### src/adcsp_regs.svh
// Constants for the converter serial output port: timing counts and field positions
`ifndef ADCSP_REGS_SVH
`define ADCSP_REGS_SVH

// ============================================================
// Clock and wake-up timing
`define ADCSP_CLK_MHZ 250
`define ADCSP_POR_MS 10
`define ADCSP_POR_CYC (`ADCSP_POR_MS * 1000 * `ADCSP_CLK_MHZ)
`define ADCSP_OSC_CYC 16
`define ADCSP_WAKE_CYC 1800

// ============================================================
// Conversion and port timing
`define ADCSP_CONV_CYC 1624
`define ADCSP_DATA_READY_N_LEAD 2
`define ADCSP_SSC_LEAD 2
`define ADCSP_HOST_SETUP_NS 200

// ============================================================
// Word and buffer shape
`define ADCSP_WORD_W 20
`define ADCSP_FIFO_DEPTH 4

// ============================================================
// Positions in the synchronised pin vector
`define ADCSP_PIN_CS 0
`define ADCSP_PIN_SCLK 1
`define ADCSP_PIN_MODE 2
`define ADCSP_PIN_SLEEP 3
`define ADCSP_PIN_A0 4
`define ADCSP_PIN_A1 5
`define ADCSP_PIN_N 6
`define ADCSP_PIN_RST 6'h01

`endif

### src/adcsp_pkg.sv
// Types shared by the converter serial output port
package adcsp_pkg;

   // Power and wake-up sequence of the port
   typedef enum logic [2:0] {
      ADCSP_WAKE_POR,
      ADCSP_WAKE_OSC,
      ADCSP_WAKE_DLY,
      ADCSP_RUN,
      ADCSP_SLEEP
   } adcsp_state_e;

endpackage

### src/adcsp_stream_if.sv
// Valid/ready word stream between the buffer and the port core
`timescale 1ns/1ns
interface adcsp_stream_if #(
   parameter int WIDTH = 20
) ();
   logic valid;
   logic ready;
   logic [WIDTH-1:0] data;

   // Producer side
   modport src (output valid, output data, input ready);
   // Consumer side
   modport snk (input valid, input data, output ready);
endinterface

### src/adcsp_fifo.sv
// Word buffer with valid/ready on both sides
`timescale 1ns/1ns
module adcsp_fifo #(
   parameter int WIDTH = 20,
   parameter int DEPTH = 4
) (
   input wire logic clk,
   input wire logic rst,
   input wire logic in_valid,
   input wire logic [WIDTH-1:0] in_data,
   output logic in_ready,
   adcsp_stream_if.src out_if
);
   localparam int PW = (DEPTH > 1) ? $clog2(DEPTH) : 1;
   localparam int CW = $clog2(DEPTH + 1);

   logic [WIDTH-1:0] mem_reg [DEPTH];
   logic [PW-1:0] wr_reg, wr_next;
   logic [PW-1:0] rd_reg, rd_next;
   logic [CW-1:0] cnt_reg, cnt_next;
   logic ready_reg, ready_next;
   logic push, pop;

   // Handshakes on both sides
   assign push = in_valid && ready_reg;
   assign pop = out_if.valid && out_if.ready;
   assign in_ready = ready_reg;
   assign out_if.valid = (cnt_reg != '0);
   assign out_if.data = mem_reg[rd_reg];

   // Pointer and fill count next values
   always_comb begin
      wr_next = wr_reg;
      rd_next = rd_reg;
      cnt_next = cnt_reg;
      if (push) begin
         wr_next = (wr_reg == PW'(DEPTH - 1)) ? '0 : PW'(wr_reg + 1'b1);
      end
      if (pop) begin
         rd_next = (rd_reg == PW'(DEPTH - 1)) ? '0 : PW'(rd_reg + 1'b1);
      end
      if (push && !pop) begin
         cnt_next = CW'(cnt_reg + 1'b1);
      end else if (pop && !push) begin
         cnt_next = CW'(cnt_reg - 1'b1);
      end
      ready_next = (cnt_next != CW'(DEPTH)); // Ready comes from a flop
   end

   // Register pointers and storage
   always_ff @(posedge clk) begin
      if (rst) begin
         wr_reg <= '0;
         rd_reg <= '0;
         cnt_reg <= '0;
         ready_reg <= 1'b0;
      end else begin
         wr_reg <= wr_next;
         rd_reg <= rd_next;
         cnt_reg <= cnt_next;
         ready_reg <= ready_next;
      end
      if (push) begin
         mem_reg[wr_reg] <= in_data;
      end
   end
endmodule

### src/adcsp_port.sv
// Serial output port of the converter: conversion timing, data-ready, two shift modes, sleep
`timescale 1ns/1ns
`include "adcsp_regs.svh"

// Functional notes
// - Conversion delivers its word exactly 1624 clocks after start, then tries loading.
// - Data-ready goes high two clocks before every load attempt, even if pending.
// - Load only when the port is empty or select is high.
// - Data-ready goes low whenever a new word enters the port.
// - Mode pin high picks self-clocked mode; low picks external clocking.
// - Self-clocked, select low: outputs leave high-Z two clocks after data-ready falls.
// - Self-clocked: MSB lasts two clocks, clock rises mid-bit, bits change on falls.
// - After the LSB the clock falls, outputs float and data-ready rises together.
// - Select taken low late: MSB appears within two clocks.
// - Self-clocked, select released mid-bit: finish that bit, then float outputs.
// - Unread bits stay; reselecting before the next conversion resumes them.
// - External mode: select low with word ready drives MSB at once; clock is input.
// - External mode: first rise arms the shifter; falls before arming are ignored.
// - External mode: fall during the LSB floats data and raises data-ready.
// - Sleep by sleep level pin only; stored words survive sleep.
// - After sleep: reset delay, oscillator start, 1800 clocks, then conversions.
// - Leaving sleep latches the two channel-select inputs.
module adcsp_port
   import adcsp_pkg::*;
#(
   parameter int WORD_W = `ADCSP_WORD_W,
   parameter int POR_CYC = `ADCSP_POR_CYC
) (
   input wire logic sys_clk,
   input wire logic rst,
   input wire logic filt_valid,
   input wire logic [WORD_W-1:0] filt_data,
   output logic filt_ready,
   input wire logic conv_run,
   input wire logic cs_n,
   input wire logic mode_sleep_pin,
   input wire logic sleep_level_pin,
   input wire logic channel_select_bit0,
   input wire logic channel_select_bit1,
   input wire logic shift_clk_in,
   output logic shift_clk_out,
   output logic shift_clk_oe_n,
   output logic serial_out_line,
   output logic serial_out_oe_n,
   output logic data_ready_n,
   output logic [1:0] chan_sel,
   output logic awake
);
   localparam int IW = $clog2(WORD_W);
   localparam int NP = `ADCSP_PIN_N;
   localparam logic [IW-1:0] MSB_IDX = IW'(WORD_W - 1);
   localparam logic [21:0] POR_LAST = 22'(POR_CYC - 1);
   localparam logic [21:0] OSC_LAST = 22'(`ADCSP_OSC_CYC - 1);
   localparam logic [21:0] WAKE_LAST = 22'(`ADCSP_WAKE_CYC - 1);
   localparam logic [10:0] CONV_LAST = 11'(`ADCSP_CONV_CYC - 1);
   localparam logic [10:0] DATA_READY_N_AT = 11'(`ADCSP_CONV_CYC - 1 - `ADCSP_DATA_READY_N_LEAD);
   localparam logic [1:0] LEAD_LAST = 2'(`ADCSP_SSC_LEAD - 1);

   // ============================================================
   // Pin synchronisers
   logic [NP-1:0] pin_raw;
   logic [NP-1:0] s1_reg, s2_reg, s3_reg;
   logic [NP-1:0] filt_reg, filt_next;

   assign pin_raw[`ADCSP_PIN_CS] = cs_n;
   assign pin_raw[`ADCSP_PIN_SCLK] = shift_clk_in;
   assign pin_raw[`ADCSP_PIN_MODE] = mode_sleep_pin;
   assign pin_raw[`ADCSP_PIN_SLEEP] = sleep_level_pin;
   assign pin_raw[`ADCSP_PIN_A0] = channel_select_bit0;
   assign pin_raw[`ADCSP_PIN_A1] = channel_select_bit1;

   // Three flops per pin; a change is taken once stages two and three agree
   genvar gi;
   generate
      for (gi = 0; gi < NP; gi++) begin : g_sync
         always_comb begin
            filt_next[gi] = (s2_reg[gi] == s3_reg[gi]) ? s3_reg[gi] : filt_reg[gi];
         end
      end
   endgenerate

   // Register the synchroniser chains
   always_ff @(posedge sys_clk) begin
      if (rst) begin
         s1_reg <= `ADCSP_PIN_RST;
         s2_reg <= `ADCSP_PIN_RST;
         s3_reg <= `ADCSP_PIN_RST;
         filt_reg <= `ADCSP_PIN_RST;
      end else begin
         s1_reg <= pin_raw;
         s2_reg <= s1_reg;
         s3_reg <= s2_reg;
         filt_reg <= filt_next;
      end
   end

   logic cs_f, sclk_f, mode_f, sleep_f;
   assign cs_f = filt_reg[`ADCSP_PIN_CS];
   assign sclk_f = filt_reg[`ADCSP_PIN_SCLK];
   assign mode_f = filt_reg[`ADCSP_PIN_MODE];
   assign sleep_f = filt_reg[`ADCSP_PIN_SLEEP];

   // ============================================================
   // Input word buffer
   adcsp_stream_if #(.WIDTH(WORD_W)) buf_if ();
   logic pop_w;

   adcsp_fifo #(
      .WIDTH(WORD_W),
      .DEPTH(`ADCSP_FIFO_DEPTH)
   ) u_fifo (
      .clk(sys_clk),
      .rst(rst),
      .in_valid(filt_valid),
      .in_data(filt_data),
      .in_ready(filt_ready),
      .out_if(buf_if.src)
   );

   assign buf_if.ready = pop_w;

   // ============================================================
   // Core state
   adcsp_state_e st_reg, st_next;
   logic [21:0] wcnt_reg, wcnt_next;
   logic busy_reg, busy_next;
   logic [10:0] ccnt_reg, ccnt_next;
   logic [WORD_W-1:0] res_reg, res_next;
   logic [WORD_W-1:0] word_reg, word_next;
   logic full_reg, full_next;
   logic [IW-1:0] idx_reg, idx_next;
   logic active_reg, active_next;
   logic phase_reg, phase_next;
   logic [1:0] lead_reg, lead_next;
   logic armed_reg, armed_next;
   logic sclk_prev_reg, sclk_prev_next;
   logic data_ready_n_n_reg, data_ready_n_n_next;
   logic sd_reg, sd_next;
   logic sd_oe_n_reg, sd_oe_n_next;
   logic sc_reg, sc_next;
   logic sc_oe_n_reg, sc_oe_n_next;
   logic [1:0] chan_reg, chan_next;
   logic awake_reg, awake_next;
   logic sclk_rise, sclk_fall;

   assign sclk_rise = sclk_f && !sclk_prev_reg;
   assign sclk_fall = !sclk_f && sclk_prev_reg;

   // Next values of sequence, conversion and shifter
   always_comb begin
      st_next = st_reg;
      wcnt_next = wcnt_reg;
      busy_next = busy_reg;
      ccnt_next = ccnt_reg;
      res_next = res_reg;
      word_next = word_reg;
      full_next = full_reg;
      idx_next = idx_reg;
      active_next = active_reg;
      phase_next = phase_reg;
      lead_next = lead_reg;
      armed_next = armed_reg;
      sclk_prev_next = sclk_f;
      data_ready_n_n_next = data_ready_n_n_reg;
      sd_next = sd_reg;
      sd_oe_n_next = 1'b1;
      sc_next = 1'b0;
      sc_oe_n_next = 1'b1;
      chan_next = chan_reg;
      awake_next = 1'b0;
      pop_w = 1'b0;
      case (st_reg)
         ADCSP_WAKE_POR: begin
            wcnt_next = 22'(wcnt_reg + 1'b1);
            if (wcnt_reg == POR_LAST) begin
               wcnt_next = '0;
               st_next = ADCSP_WAKE_OSC;
            end
         end
         // Oscillator start-up allowance
         ADCSP_WAKE_OSC: begin
            wcnt_next = 22'(wcnt_reg + 1'b1);
            if (wcnt_reg == OSC_LAST) begin
               wcnt_next = '0;
               st_next = ADCSP_WAKE_DLY;
            end
         end
         ADCSP_WAKE_DLY: begin
            wcnt_next = 22'(wcnt_reg + 1'b1);
            if (wcnt_reg == WAKE_LAST) begin
               wcnt_next = '0;
               st_next = ADCSP_RUN;
               chan_next = {filt_reg[`ADCSP_PIN_A1], filt_reg[`ADCSP_PIN_A0]};
            end
         end
         ADCSP_RUN: begin
            awake_next = 1'b1;
            // ========== Serial shifting ==========
            if (full_reg && mode_f) begin
               sc_oe_n_next = 1'b1;
               if (!active_reg) begin
                  if (!cs_f) begin
                     if (lead_reg == LEAD_LAST) begin
                        active_next = 1'b1;
                        phase_next = 1'b0;
                        sd_next = word_reg[idx_reg];
                        sd_oe_n_next = 1'b0;
                        sc_oe_n_next = 1'b0;
                     end else begin
                        lead_next = 2'(lead_reg + 1'b1);
                     end
                  end else begin
                     lead_next = '0;
                  end
               end else if (!phase_reg) begin
                  phase_next = 1'b1;
                  sc_next = 1'b1;
                  sd_oe_n_next = 1'b0;
                  sc_oe_n_next = 1'b0;
               end else if (idx_reg == '0) begin
                  active_next = 1'b0;
                  full_next = 1'b0;
                  data_ready_n_n_next = 1'b1;
                  lead_next = '0;
               end else if (cs_f) begin
                  idx_next = IW'(idx_reg - 1'b1);
                  active_next = 1'b0;
                  lead_next = '0;
               end else begin
                  idx_next = IW'(idx_reg - 1'b1);
                  sd_next = word_reg[IW'(idx_reg - 1'b1)];
                  phase_next = 1'b0;
                  sd_oe_n_next = 1'b0;
                  sc_oe_n_next = 1'b0;
               end
            end else if (full_reg) begin
               active_next = 1'b0;
               if (!cs_f) begin
                  sd_next = word_reg[idx_reg];
                  sd_oe_n_next = 1'b0;
                  if (sclk_rise && !sd_oe_n_reg) begin
                     armed_next = 1'b1;
                  end
                  if (sclk_fall && armed_reg) begin
                     if (idx_reg == '0) begin
                        sd_oe_n_next = 1'b1;
                        full_next = 1'b0;
                        data_ready_n_n_next = 1'b1;
                        armed_next = 1'b0;
                     end else begin
                        idx_next = IW'(idx_reg - 1'b1);
                        sd_next = word_reg[IW'(idx_reg - 1'b1)];
                     end
                  end
               end else begin
                  armed_next = 1'b0;
               end
            end
            // ========== Conversion timing ==========
            if (sleep_f) begin
               st_next = ADCSP_SLEEP;
               busy_next = 1'b0;
               active_next = 1'b0;
               armed_next = 1'b0;
               sd_oe_n_next = 1'b1;
               sc_oe_n_next = 1'b1;
            end else if (!busy_reg) begin
               if (conv_run && buf_if.valid) begin
                  pop_w = 1'b1;
                  busy_next = 1'b1;
                  ccnt_next = '0;
                  res_next = buf_if.data;
               end
            end else begin
               ccnt_next = 11'(ccnt_reg + 1'b1);
               if (ccnt_reg == DATA_READY_N_AT) begin
                  data_ready_n_n_next = 1'b1;
               end
               if (ccnt_reg == CONV_LAST) begin
                  busy_next = 1'b0;
                  if (!full_reg || cs_f) begin
                     word_next = res_reg;
                     full_next = 1'b1;
                     idx_next = MSB_IDX;
                     active_next = 1'b0;
                     armed_next = 1'b0;
                     lead_next = '0;
                     data_ready_n_n_next = 1'b0;
                     sd_oe_n_next = 1'b1;
                     sc_oe_n_next = 1'b1;
                  end else begin
                     data_ready_n_n_next = 1'b0; // Old word still pending
                  end
               end
            end
         end
         ADCSP_SLEEP: begin
            if (!sleep_f) begin
               wcnt_next = '0;
               st_next = ADCSP_WAKE_POR;
            end
         end
         default: begin
            st_next = ADCSP_WAKE_POR;
            wcnt_next = '0;
         end
      endcase
   end

   // Register all core state
   always_ff @(posedge sys_clk) begin
      if (rst) begin
         st_reg <= ADCSP_WAKE_POR;
         wcnt_reg <= '0;
         busy_reg <= 1'b0;
         ccnt_reg <= '0;
         res_reg <= '0;
         word_reg <= '0;
         full_reg <= 1'b0;
         idx_reg <= '0;
         active_reg <= 1'b0;
         phase_reg <= 1'b0;
         lead_reg <= '0;
         armed_reg <= 1'b0;
         sclk_prev_reg <= 1'b0;
         data_ready_n_n_reg <= 1'b1;
         sd_reg <= 1'b0;
         sd_oe_n_reg <= 1'b1;
         sc_reg <= 1'b0;
         sc_oe_n_reg <= 1'b1;
         chan_reg <= 2'h0;
         awake_reg <= 1'b0;
      end else begin
         st_reg <= st_next;
         wcnt_reg <= wcnt_next;
         busy_reg <= busy_next;
         ccnt_reg <= ccnt_next;
         res_reg <= res_next;
         word_reg <= word_next;
         full_reg <= full_next;
         idx_reg <= idx_next;
         active_reg <= active_next;
         phase_reg <= phase_next;
         lead_reg <= lead_next;
         armed_reg <= armed_next;
         sclk_prev_reg <= sclk_prev_next;
         data_ready_n_n_reg <= data_ready_n_n_next;
         sd_reg <= sd_next;
         sd_oe_n_reg <= sd_oe_n_next;
         sc_reg <= sc_next;
         sc_oe_n_reg <= sc_oe_n_next;
         chan_reg <= chan_next;
         awake_reg <= awake_next;
      end
   end

   // ============================================================
   // Outputs, each straight from a flop
   assign data_ready_n = data_ready_n_n_reg;
   assign serial_out_line = sd_reg;
   assign serial_out_oe_n = sd_oe_n_reg;
   assign shift_clk_out = sc_reg;
   assign shift_clk_oe_n = sc_oe_n_reg;
   assign chan_sel = chan_reg;
   assign awake = awake_reg;
endmodule

### config.mk
export PLATFORM = sky130hd
export DESIGN_NAME = adcsp_port
export DESIGN_NICKNAME = d
export VERILOG_FILES = /design/src/adcsp_pkg.sv /design/src/adcsp_stream_if.sv /design/src/adcsp_fifo.sv /design/src/adcsp_port.sv
export VERILOG_INCLUDE_DIRS = /design/src
export SDC_FILE = /design/constraint.sdc
export NUM_CORES = 1
export LEC_CHECK = 0
export BUFFER_PORTS_ARGS = -buffer_cell sky130_fd_sc_hd__buf_2
export CORE_ASPECT_RATIO = 1.4
export CORE_UTILIZATION = 55
export DETAILED_ROUTE_END_ITERATION = 16
export PLACE_DENSITY = 0.72
export SYNTH_ARGS = -nofsm -noshare
export SYNTH_HDL_FRONTEND = slang
export SYNTH_SLANG_ARGS = --single-unit
### constraint.sdc
create_clock -name sys_clk -period 4.2 [get_ports sys_clk]
set_clock_uncertainty 0.15 [all_clocks]
set_input_delay 0.84 -clock sys_clk [delete_from_list [all_inputs] [get_ports sys_clk]]
set_output_delay 0.84 -clock sys_clk [all_outputs]
set_load 0.005 [all_outputs]
==> metrics.yaml, run 1 <==
synth-seq-area-share: 0.568
synthToLayoutAreaGrowth_pct: 11.3
tightestPinTransition_ns: 1.07
cp_cell_sequence: "and4bb_2, and4b_1, nor3b_1, a31oi_1, xnor2_1, a31oi_1"
dr.pass1.iters: 5
cts_buffer_depth: 3
synthFlopType: "dfxtp_1"
htreeDepth: 1
cp-startpoint: "st_reg[0]"
cp_top_family: "simple AND/OR/NAND/NOR gates"
synth_compound_area_frac: 0.0878
endpoint_kind: "register"
grt_pass1_wl_mm: 26.4
cts_tree: "done"
dpl.hpwl_mm: 10.9
cp.depth: 6
yosys_warnings: 0
synth_top_area_share: 0.295
fin_setup_tns_ns: 0
synth_nets: 818
powerDensity_nw_per_um2: 438
synth_edf_count: 80
ys_ff_latch: 209
worstHoldPathType: "reg -> reg"
io_buffers: 38
grt_use_met1: 0.223
cts-buffers-inserted: 21
synthAdderAreaFrac: 0.0183
max_stage_delay_ns: 0.89
r2r-end: "u_fifo.in_ready"
ctsHoldBuffers: 0
required_ns: 4.41
maxSlewViolCount: 0
use_met2: 0.380
hold_violations: 0
outcome: "completed"
p_total_mw: 4.28
synth_xor_area_frac: 0.0258
cellLeakagePower_nw: 3.26
arrival_ns: 2.92
synth.cell_area_um2: 8770
reg2reg_from: "st_reg[0]"
setup.worst_path.start_class: "register"
num_vias: 5885
synth_top_area_cell: "dfxtp_1"
synth_area_leaders: "dfxtp_1, edfxtp_1, mux4_2"
diodes: 0
core_region_area_um2: 15600
ant_nets: 0
io_pins: 39
place_congestion: 0.855
cts-resized-gates: 0
wl_per_cell_um: 16.0
rsz0062_at_grt: "no"
use_met3: 0.0340
synth_mux_area_frac: 0.0875
worst_path_most_repeated_cell: "a31oi_1"
die_w_um: 109
cp_num_buf_inv: 0
drcViolationCount: 0
ir_drop_mv: 0.409
cp_max_fo: 26
min_period_ns: 2.71
cp_slowest_cell: "and4b_1"
post-route-util: 0.625
drt-total-wl_mm: 16.1
maxClockFrequency_ghz: 0.370
grt_pass1_vias: 5751
r2r_slack_ns: 1.49
max_slew_margin: 0.286
yosysMostFrequentCell: "dfxtp_1"
synth_top_family_by_area: "simple AND/OR/NAND/NOR gates"
drive_gt1_frac: 0.153
nNetsFinal: 838
synth.avg_cell_area_um2: 11.3
grt-ovfl-total: 0
maxCapViolCount: 0
antenna_found_initial: 0
cts_setup_buffers: 0
dieArea_um2: 16500
synth-simple-area-share: 0.183
clk_latency_ns: 0.51
clk_pin_slew_worst_paths_ns: 0.06
synth_cell_types: 71
cts-root-buf: "clkbuf_16"
largest_reg_flops: 80
async_reset_ff_frac: 0
setup_viol: 0
num_rows: 54
clock_sinks: 209
worstSetupPathType: "reg -> reg"
fin_crit_sh: 0.644
grt_use_total: 0.203
busiest_layer: "met2"
die_h_um: 151
grt_start_max_net_pins: 80
r2r_cells: 6
drtIter0Drc: 446
viasPerCell: 5.85
cp-endpoint: "u_fifo.in_ready"
start_util: 0.562
yosys-top-cells-count: "dfxtp_1, nand2_1, edfxtp_1"
synthesis.instances: 776
cells in the final DEF, fill, tap and decap left out, types with 11 or more instances in the layout:
cell type	synthesis	layout
nor2b_1	19	19
mux4_2	28	28
ha_1	12	12
buf_2	10	37
nand2_1	115	115
dfxtp_1	129	129
nor2_1	47	47
nand4_1	15	15
xnor2_1	13	13
nor3_1	17	17
xor2_1	11	11
nand3_1	18	18
clkbuf_16	0	21
edfxtp_1	80	80
inv_1	13	13
a21oi_1	68	68
o21ai_0	16	16
layout make-up:
class                           instances  area (µm²)
Fill cell                            1211        5850
Clock inverter                         15         210
Tap cell                              196         245
Sequential cell                       209        4980
Timing Repair Buffer                   41         215
Clock buffer                           22         529
Multi-Input combinational cell        510        3530
Inverter                               13        48.8
how the worst min path moves through the flow:
stage / start / endpoint / slack (ns) / cells after the start
floorplan: s1_reg[0] / s2_reg[0] / 0.24 / 1
global placement: s1_reg[0] / s2_reg[0] / 0.25 / 1
detailed placement: s1_reg[0] / s2_reg[0] / 0.25 / 1
CTS: s1_reg[0] / s2_reg[0] / 0.26 / 1
global route: s1_reg[0] / s2_reg[0] / 0.29 / 1
finish: s1_reg[0] / s2_reg[0] / 0.26 / 1
metrics by stage:
stage	area, µm²	cells	setup slack (ns)	hold WS (ns)
CTS	9760	1006	1.51	0.264
global placement	9020	969	1.55	0.251
detailed placement	9020	969	1.44	0.249
finish	9760	1006	1.49	0.262
floorplan	8770	776	1.88	0.239
global route	9760	1006	1.33	0.291
power breakdown:
part	switching, mW	internal, mW
logic	0.0815	0.0507
registers	0.0203	2.14
clock network	0.763	1.22
total	0.864	3.41
metal layers:
| metal | up-vias | wire, µm | share of wire |
|---|---|---|---|
| met5 | - | 0 | 0 |
| met4 | 0 | 477 | 0.030 |
| met3 | 37 | 658 | 0.041 |
| met2 | 133 | 8590 | 0.53 |
| met1 | 2844 | 6410 | 0.40 |
| li1 | 2871 | - | - |
logic make-up (layout without fill, tap and decap cells):
| kind of cell | count (synthesis) | after routing |
|---|---|---|
| AOI/OAI and AO/OA | 126 | 126 |
| xor gates and xnor gates | 25 | 25 |
| adders and majority gates | 13 | 13 |
| buffers and inverters | 57 | 91 |
| DFF | 209 | 209 |
| muxes | 38 | 38 |
| and+or+nand+nor | 308 | 308 |
Note: power is estimated with default switching activity, not from simulation.
==> run 2, diff against run 1 <==
- ABC_AREA: default -> 1
- clock period: 4.2 -> 2.85 ns (I/O delays scaled with it)
==> run 2 against run 1 <==
Worst hold slack worse by 0.16 ns. Power rose by 47%. Global-route usage increased by 1.6 points. Register-to-register slack got worse by 1.0 ns. Clock-buffer cell count grew 1. Worst setup slack got worse by 1.0 ns. Critical path depth is 2 higher. Utilization up 0.089 points. Clock power is 39% higher. Combinational power rose by 110%. Flip-flop and latch count unchanged. Critical path type unchanged. Highest routed layer unchanged.
==> metrics.yaml, run 2 <==
outcome: "completed"  # unchanged
power_frac_clock: 0.440  # was 0.465
hold_start: "cs_n"  # was s1_reg[0]
place_area_um2: 9480  # was 9020 µm²
clk_latency_ns: 0.50  # was 0.51 ns
nNetsFinal: 1152  # was 838
final_cells: 1323  # was 1006
placed_cells: 1286  # was 969
start_util: 0.563  # was 0.562
max_slew_margin: 0.487  # was 0.286
grt_pass1_wl_mm: 30.8  # was 26.4 mm
cp_max_fo: 46  # was 26
r2r-end: "word_reg[7]"  # was u_fifo.in_ready
synth-seq-area-share: 0.545  # was 0.568
clk_pin_slew_worst_paths_ns: 0.07  # was 0.06 ns
dpl.hpwl_mm: 12.3  # was 10.9 mm
setup.worst_path.start_class: "register"  # unchanged
net-switching-power_mw: 1.34  # was 864 µW
maxCapViolCount: 0  # unchanged
r2r_cells: 8  # was 6
cts_tree: "done"  # unchanged
reg2reg_from: "ccnt_reg[0]"  # was st_reg[0]
layout_common_cells: "nor2_1, nand2_1, inv_1, dfxtp_1, o21ai_0"  # was dfxtp_1, nand2_1, edfxtp_1
timing.final.ws_setup_ns: 0.490  # was 1.49 ns
die_h_um: 155  # was 151 µm
num_rows: 55  # was 54
drt-total-wl_mm: 18.5  # was 16.1 mm
wl_met3_um: 690  # was 658 µm
yosysMostFrequentCell: "nor2_1"  # was dfxtp_1
cts_setup_buffers: 0  # unchanged
synth_area_leaders: "dfxtp_1, edfxtp_1, nor2_1"  # was dfxtp_1, edfxtp_1, mux4_2
wl_per_cell_um: 14.0  # was 16.0 µm
synth_top_area_share: 0.282  # was 0.295
synth.cell_area_um2: 9150  # was 8770 µm²
setup_viol: 0  # unchanged
cts_buffer_depth: 3  # unchanged
synthToLayoutAreaGrowth_pct: 11.1  # was 11.3%
rsz0062_at_grt: "no"  # unchanged
diodes: 0  # unchanged
wl_met2_mm: 9.69  # was 8.59 mm
seq_power_share: 0.516  # was 0.505
largest_reg_flops: 80  # unchanged
cts-resized-gates: 0  # unchanged
hold_violations: 0  # unchanged
synth_top_area_cell: "dfxtp_1"  # unchanged
cellLeakagePower_nw: 3.93  # was 3.26 nW
drtIter0Drc: 499  # was 446
cp_cell_sequence: "ha_1, inv_1, nor3_1, nand2_1, nor2_2, nand2_2, o21ai_0, a21oi_1"  # was and4bb_2, and4b_1, nor3b_1, a31oi_1, xnor2_1, a31oi_1
cts-buffers-inserted: 21  # unchanged
io_buffers: 38  # unchanged
core_region_area_um2: 16200  # was 15600 µm²
required_ns: 3.05  # was 4.41 ns
clock_sinks: 209  # unchanged
yosys_warnings: 0  # unchanged
yosys-top-cells-count: "nor2_1, nand2_1, dfxtp_1, inv_1, o21ai_0"  # was dfxtp_1, nand2_1, edfxtp_1
cp_num_buf_inv: 1  # was 0
ys_ff_latch: 209  # unchanged
min_period_ns: 2.36  # was 2.71 ns
ctsHoldBuffers: 0  # unchanged
synthFlopType: "dfxtp_1"  # unchanged
place_congestion: 0.926  # was 0.855
drcViolationCount: 0  # unchanged
cp_slowest_cell: "nand2_2"  # was and4b_1
regArea_um2: 4980  # unchanged
htreeDepth: 1  # unchanged
viasPerCell: 5.38  # was 5.85
met1Wirelength_mm: 7.61  # was 6.41 mm
fin_crit_sh: 0.828  # was 0.644
combPwrFrac: 0.044  # was 0.031
post-route-util: 0.626  # was 0.625
synth_nets: 1122  # was 818
postLayoutCellArea_um2: 10200  # was 9760 µm²
num_vias: 7124  # was 5885
hold_end: "s1_reg[0]"  # was s2_reg[0]
dieArea_um2: 17200  # was 16500 µm²
ir_drop_mv: 0.519  # was 0.409 mV
antenna_found_initial: 0  # unchanged
die_w_um: 111  # was 109 µm
p_total_mw: 6.27  # was 4.28 mW
pre_cts_ws_ns: 0.493  # was 1.44 ns
async_reset_ff_frac: 0  # unchanged
arrival_ns: 2.56  # was 2.92 ns
synth.avg_cell_area_um2: 8.47  # was 11.3 µm²
powerDensity_nw_per_um2: 617  # was 438 nW/µm²
r2r_slack_ns: 0.49  # was 1.49 ns
grt_start_max_net_pins: 47  # was 80
fin_setup_tns_ns: 0  # unchanged
endpoint_kind: "register"  # unchanged
maxSlewViolCount: 0  # unchanged
swShare: 0.214  # was 0.202
intPower_mw: 4.93  # was 3.41 mW
grt_pass1_vias: 6788  # was 5751
hold_depth: 2  # was 1
synth_cell_types: 45  # was 71
maxClockFrequency_ghz: 0.424  # was 0.370 GHz
synth_edf_count: 80  # unchanged
cts-root-buf: "clkbuf_16"  # unchanged
io_pins: 39  # unchanged
drive_gt1_frac: 0.105  # was 0.153
multiInputGateArea_um2: 3470  # was 3530 µm²
hold_slack_ns: 0.0970  # was 0.262 ns
grt-ovfl-total: 0  # unchanged
n_fill_cell: 1435  # was 1211
top_layer: "met4"  # unchanged
mostFrequentLayoutCell: "nor2_1"  # was dfxtp_1
ant_nets: 0  # unchanged
max_stage_delay_ns: 0.43  # was 0.89 ns
grt_use_total: 0.219  # was 0.203
cp_top_family: "simple AND/OR/NAND/NOR gates"  # unchanged
tightestPinTransition_ns: 0.769  # was 1.07 ns
worstHoldPathType: "in -> reg"  # was reg -> reg
worstSetupPathType: "reg -> reg"  # unchanged
dr.pass1.iters: 5  # unchanged
synthesis.instances: 1080  # was 776
-- run 2: how the worst max path moves through the flow --
| stage | startpoint | to | slack [ns] | depth (start not counted) |
|---|---|---|---|---|
| 2_1_floorplan | filt_valid | u_fifo.mem_reg[0][0] | 0.70 | 2 |
| 3_3_place_gp | ccnt_reg[0] | word_reg[4] | 0.55 | 8 |
| 3_5_place_dp | ccnt_reg[0] | word_reg[4] | 0.49 | 8 |
| 4_1_cts | ccnt_reg[0] | word_reg[7] | 0.45 | 8 |
| 5_1_grt | ccnt_reg[0] | word_reg[1] | 0.22 | 8 |
| 6_report | ccnt_reg[0] | word_reg[7] | 0.49 | 8 |
-- run 2: kinds of logic after synthesis --
family / after synthesis / synth area share
simple gates: 437 / 0.215
compound gates: 236 / 0.138
flops: 209 / 0.545
buf+inv: 176 / 0.0764
fa+ha+maj: 12 / 0.0164
xor+xnor: 10 / 0.00957
-- run 2: power groups by stage --
stage          Combinational [mW]  Sequential (mW)  Clock (mW)
2_1_floorplan               0.181             3.29           0
3_3_place_gp                0.269             3.30           0
3_5_place_dp                0.277             3.30           0
4_1_cts                     0.279             3.24        2.82
5_1_grt                     0.311             3.24        2.94
6_report                    0.275             3.23        2.76
-- run 2: layout make-up --
type                    count  share of cell area
flip-flops and latches    209               0.490
repair buffers             49              0.0268
multi-input cells         695               0.341
clock buffers              23              0.0524
inverters                 134              0.0495
well taps                 199              0.0245
clock inverters            14              0.0159
-- run 2: per-layer routing --
metal / global-route usage / vias to the layer above
li1: - / 3674
met1: 0.245 / 3264
met5: 0 / -
met3: 0.0302 / 46
met4: 0.0933 / 0
met2: 0.413 / 140
==> run 3, diff against run 2 <==
- ABC_AREA: 1 -> 0
- PLACE_DENSITY: 0.72 -> 0.75
- clock period: 2.85 -> 2.05 ns (I/O delays scaled with it)
==> run 3 against run 2 <==
The run now ends with negative setup slack left. Die area fell by 4.1%. Sequential share of layout area fell by 3.0 points. Critical path depth fell by 1. Combinational power rose by 52%. Critical path type unchanged. Largest cell class unchanged.
==> metrics.yaml, run 3 (synthesis gave the netlist of run 1 again) <==
outcome: "finished with violations"  # was completed
violations: "negative setup slack"
dr.pass1.iters: 5  # unchanged
drcViolationCount: 0  # unchanged
diodes: 0  # unchanged
setup_viol: 20  # was 0
clk_pin_slew_worst_paths_ns: 0.06  # was 0.07 ns
hold_violations: 0  # unchanged
ant_nets: 0  # unchanged
cts-root-buf: "clkbuf_16"  # unchanged
dpl.hpwl_mm: 12.8  # was 12.3 mm
ir_drop_mv: 0.960  # was 0.519 mV
io_pins: 39  # unchanged
post-route-util: 0.697  # was 0.626
pre_cts_ws_ns: -0.162  # was 0.493 ns
arrival_ns: 2.38  # was 2.56 ns
drt-total-wl_mm: 19.4  # was 18.5 mm
nNetsFinal: 942  # was 1152
fin_crit_sh: 1.05  # was 0.828
core_region_area_um2: 15600  # was 16200 µm²
cp_max_fo: 7  # was 46
cts_tree: "done"  # unchanged
grt_pass1_vias: 6702  # was 6788
place_congestion: 0.942  # was 0.926
htreeDepth: 1  # unchanged
timing.final.ws_setup_ns: -0.109  # was 0.490 ns
max_slew_margin: 0.675  # was 0.487
cellLeakagePower_nw: 3.83  # was 3.93 nW
endpoint_kind: "register"  # unchanged
p_total_mw: 8.83  # was 6.27 mW
tightestPinTransition_ns: 0.486  # was 0.769 ns
place_area_um2: 9630  # was 9480 µm²
final_cells: 1111  # was 1323
wl_per_cell_um: 17.5  # was 14.0 µm
start_util: 0.562  # was 0.563
clk_latency_ns: 0.50  # about the same
io_buffers: 38  # unchanged
hold_slack_ns: 0.0872  # was 0.0970 ns
min_period_ns: 2.16  # was 2.36 ns
powerDensity_nw_per_um2: 811  # was 617 nW/µm²
grt_start_max_net_pins: 31  # was 47
dieArea_um2: 16500  # was 17200 µm²
placed_cells: 1036  # was 1286
synthToLayoutAreaGrowth_pct: 24.1  # was 11.1%
drtIter0Drc: 349  # was 499
drive_gt1_frac: 0.270  # was 0.105
layout_common_cells: "nand2_1, dfxtp_1, edfxtp_1"  # was nor2_1, nand2_1, inv_1, dfxtp_1, o21ai_0
die_w_um: 109  # was 111 µm
largest_reg_flops: 80  # unchanged
setup.worst_path.start_class: "register"  # unchanged
fin_setup_tns_ns: -0.907  # was 0 ns
worstHoldPathType: "in -> reg"  # unchanged
grt_pass1_wl_mm: 31.4  # was 30.8 mm
maxSlewViolCount: 0  # unchanged
grt-ovfl-total: 0  # unchanged
cts-buffers-inserted: 21  # unchanged
cts_buffer_depth: 3  # unchanged
maxClockFrequency_ghz: 0.463  # was 0.424 GHz
rsz0062_at_grt: "yes"  # was no
maxCapViolCount: 0  # unchanged
grt_use_total: 0.245  # was 0.219
n_fill_cell: 1069  # was 1435
required_ns: 2.27  # was 3.05 ns
num_vias: 6372  # was 7124
postLayoutCellArea_um2: 10900  # was 10200 µm²
num_rows: 54  # was 55
viasPerCell: 5.74  # was 5.38
die_h_um: 151  # was 155 µm
worstSetupPathType: "reg -> reg"  # unchanged
antenna_found_initial: 0  # unchanged
clock_sinks: 209  # unchanged
run 3: layout make-up:
| cell class | instances | area [µm²] | area share |
|---|---|---|---|
| sequential | 209 | 5010 | 0.460 |
| multi-input combinational | 510 | 3700 | 0.340 |
| timing repair buffer | 145 | 1160 | 0.107 |
| clock buffer | 26 | 554 | 0.0509 |
| tap | 196 | 245 | 0.0225 |
| clock inverter | 12 | 166 | 0.0153 |
| inverter | 13 | 48.8 | 0.00448 |
run 3: final timing paths:
kind | start | endpoint | slack [ns] | cells past startpoint
setup / recovery | st_reg[1] | wcnt_reg[7] | -0.11 | 7
setup reg to reg | st_reg[1] | wcnt_reg[7] | -0.11 | 7
hold / removal | filt_valid | u_fifo.wr_reg[1] | 0.09 | 3
hold reg to reg | s1_reg[0] | s2_reg[0] | 0.26 | 1
run 3: report_power, final:
part	switching [mW]	internal, mW	total, mW
Sequential	0.0386	4.38	4.42
Combinational	0.214	0.202	0.417
Clock	1.56	2.43	3.99
run 3: timing repair:
action	4_1_cts	5_1_grt
buffers inserted	8	3
hold endpoints to repair	86	0
pin swaps	11	13
hold buffers	26	0
resized for setup	28	28
endpoints found under the setup margin	33	42
cloned	1	0
run 3: critical path: stages (launching register included):
cell,delay [ns]
dfxtp_4,0.34
nand3b_1,0.14
or3_1,0.40
nor4_2,0.27
o22a_2,0.32
buf_6,0.16
nor3_1,0.05
o22a_1,0.21
run 3: layer usage:
metal	GRT usage	vias to the layer above	routed length [µm]
li1	-	3072	-
met4	0.104	0	669
met5	0	-	0
met1	0.248	3102	7060
met2	0.484	145	11000
met3	0.0374	53	693
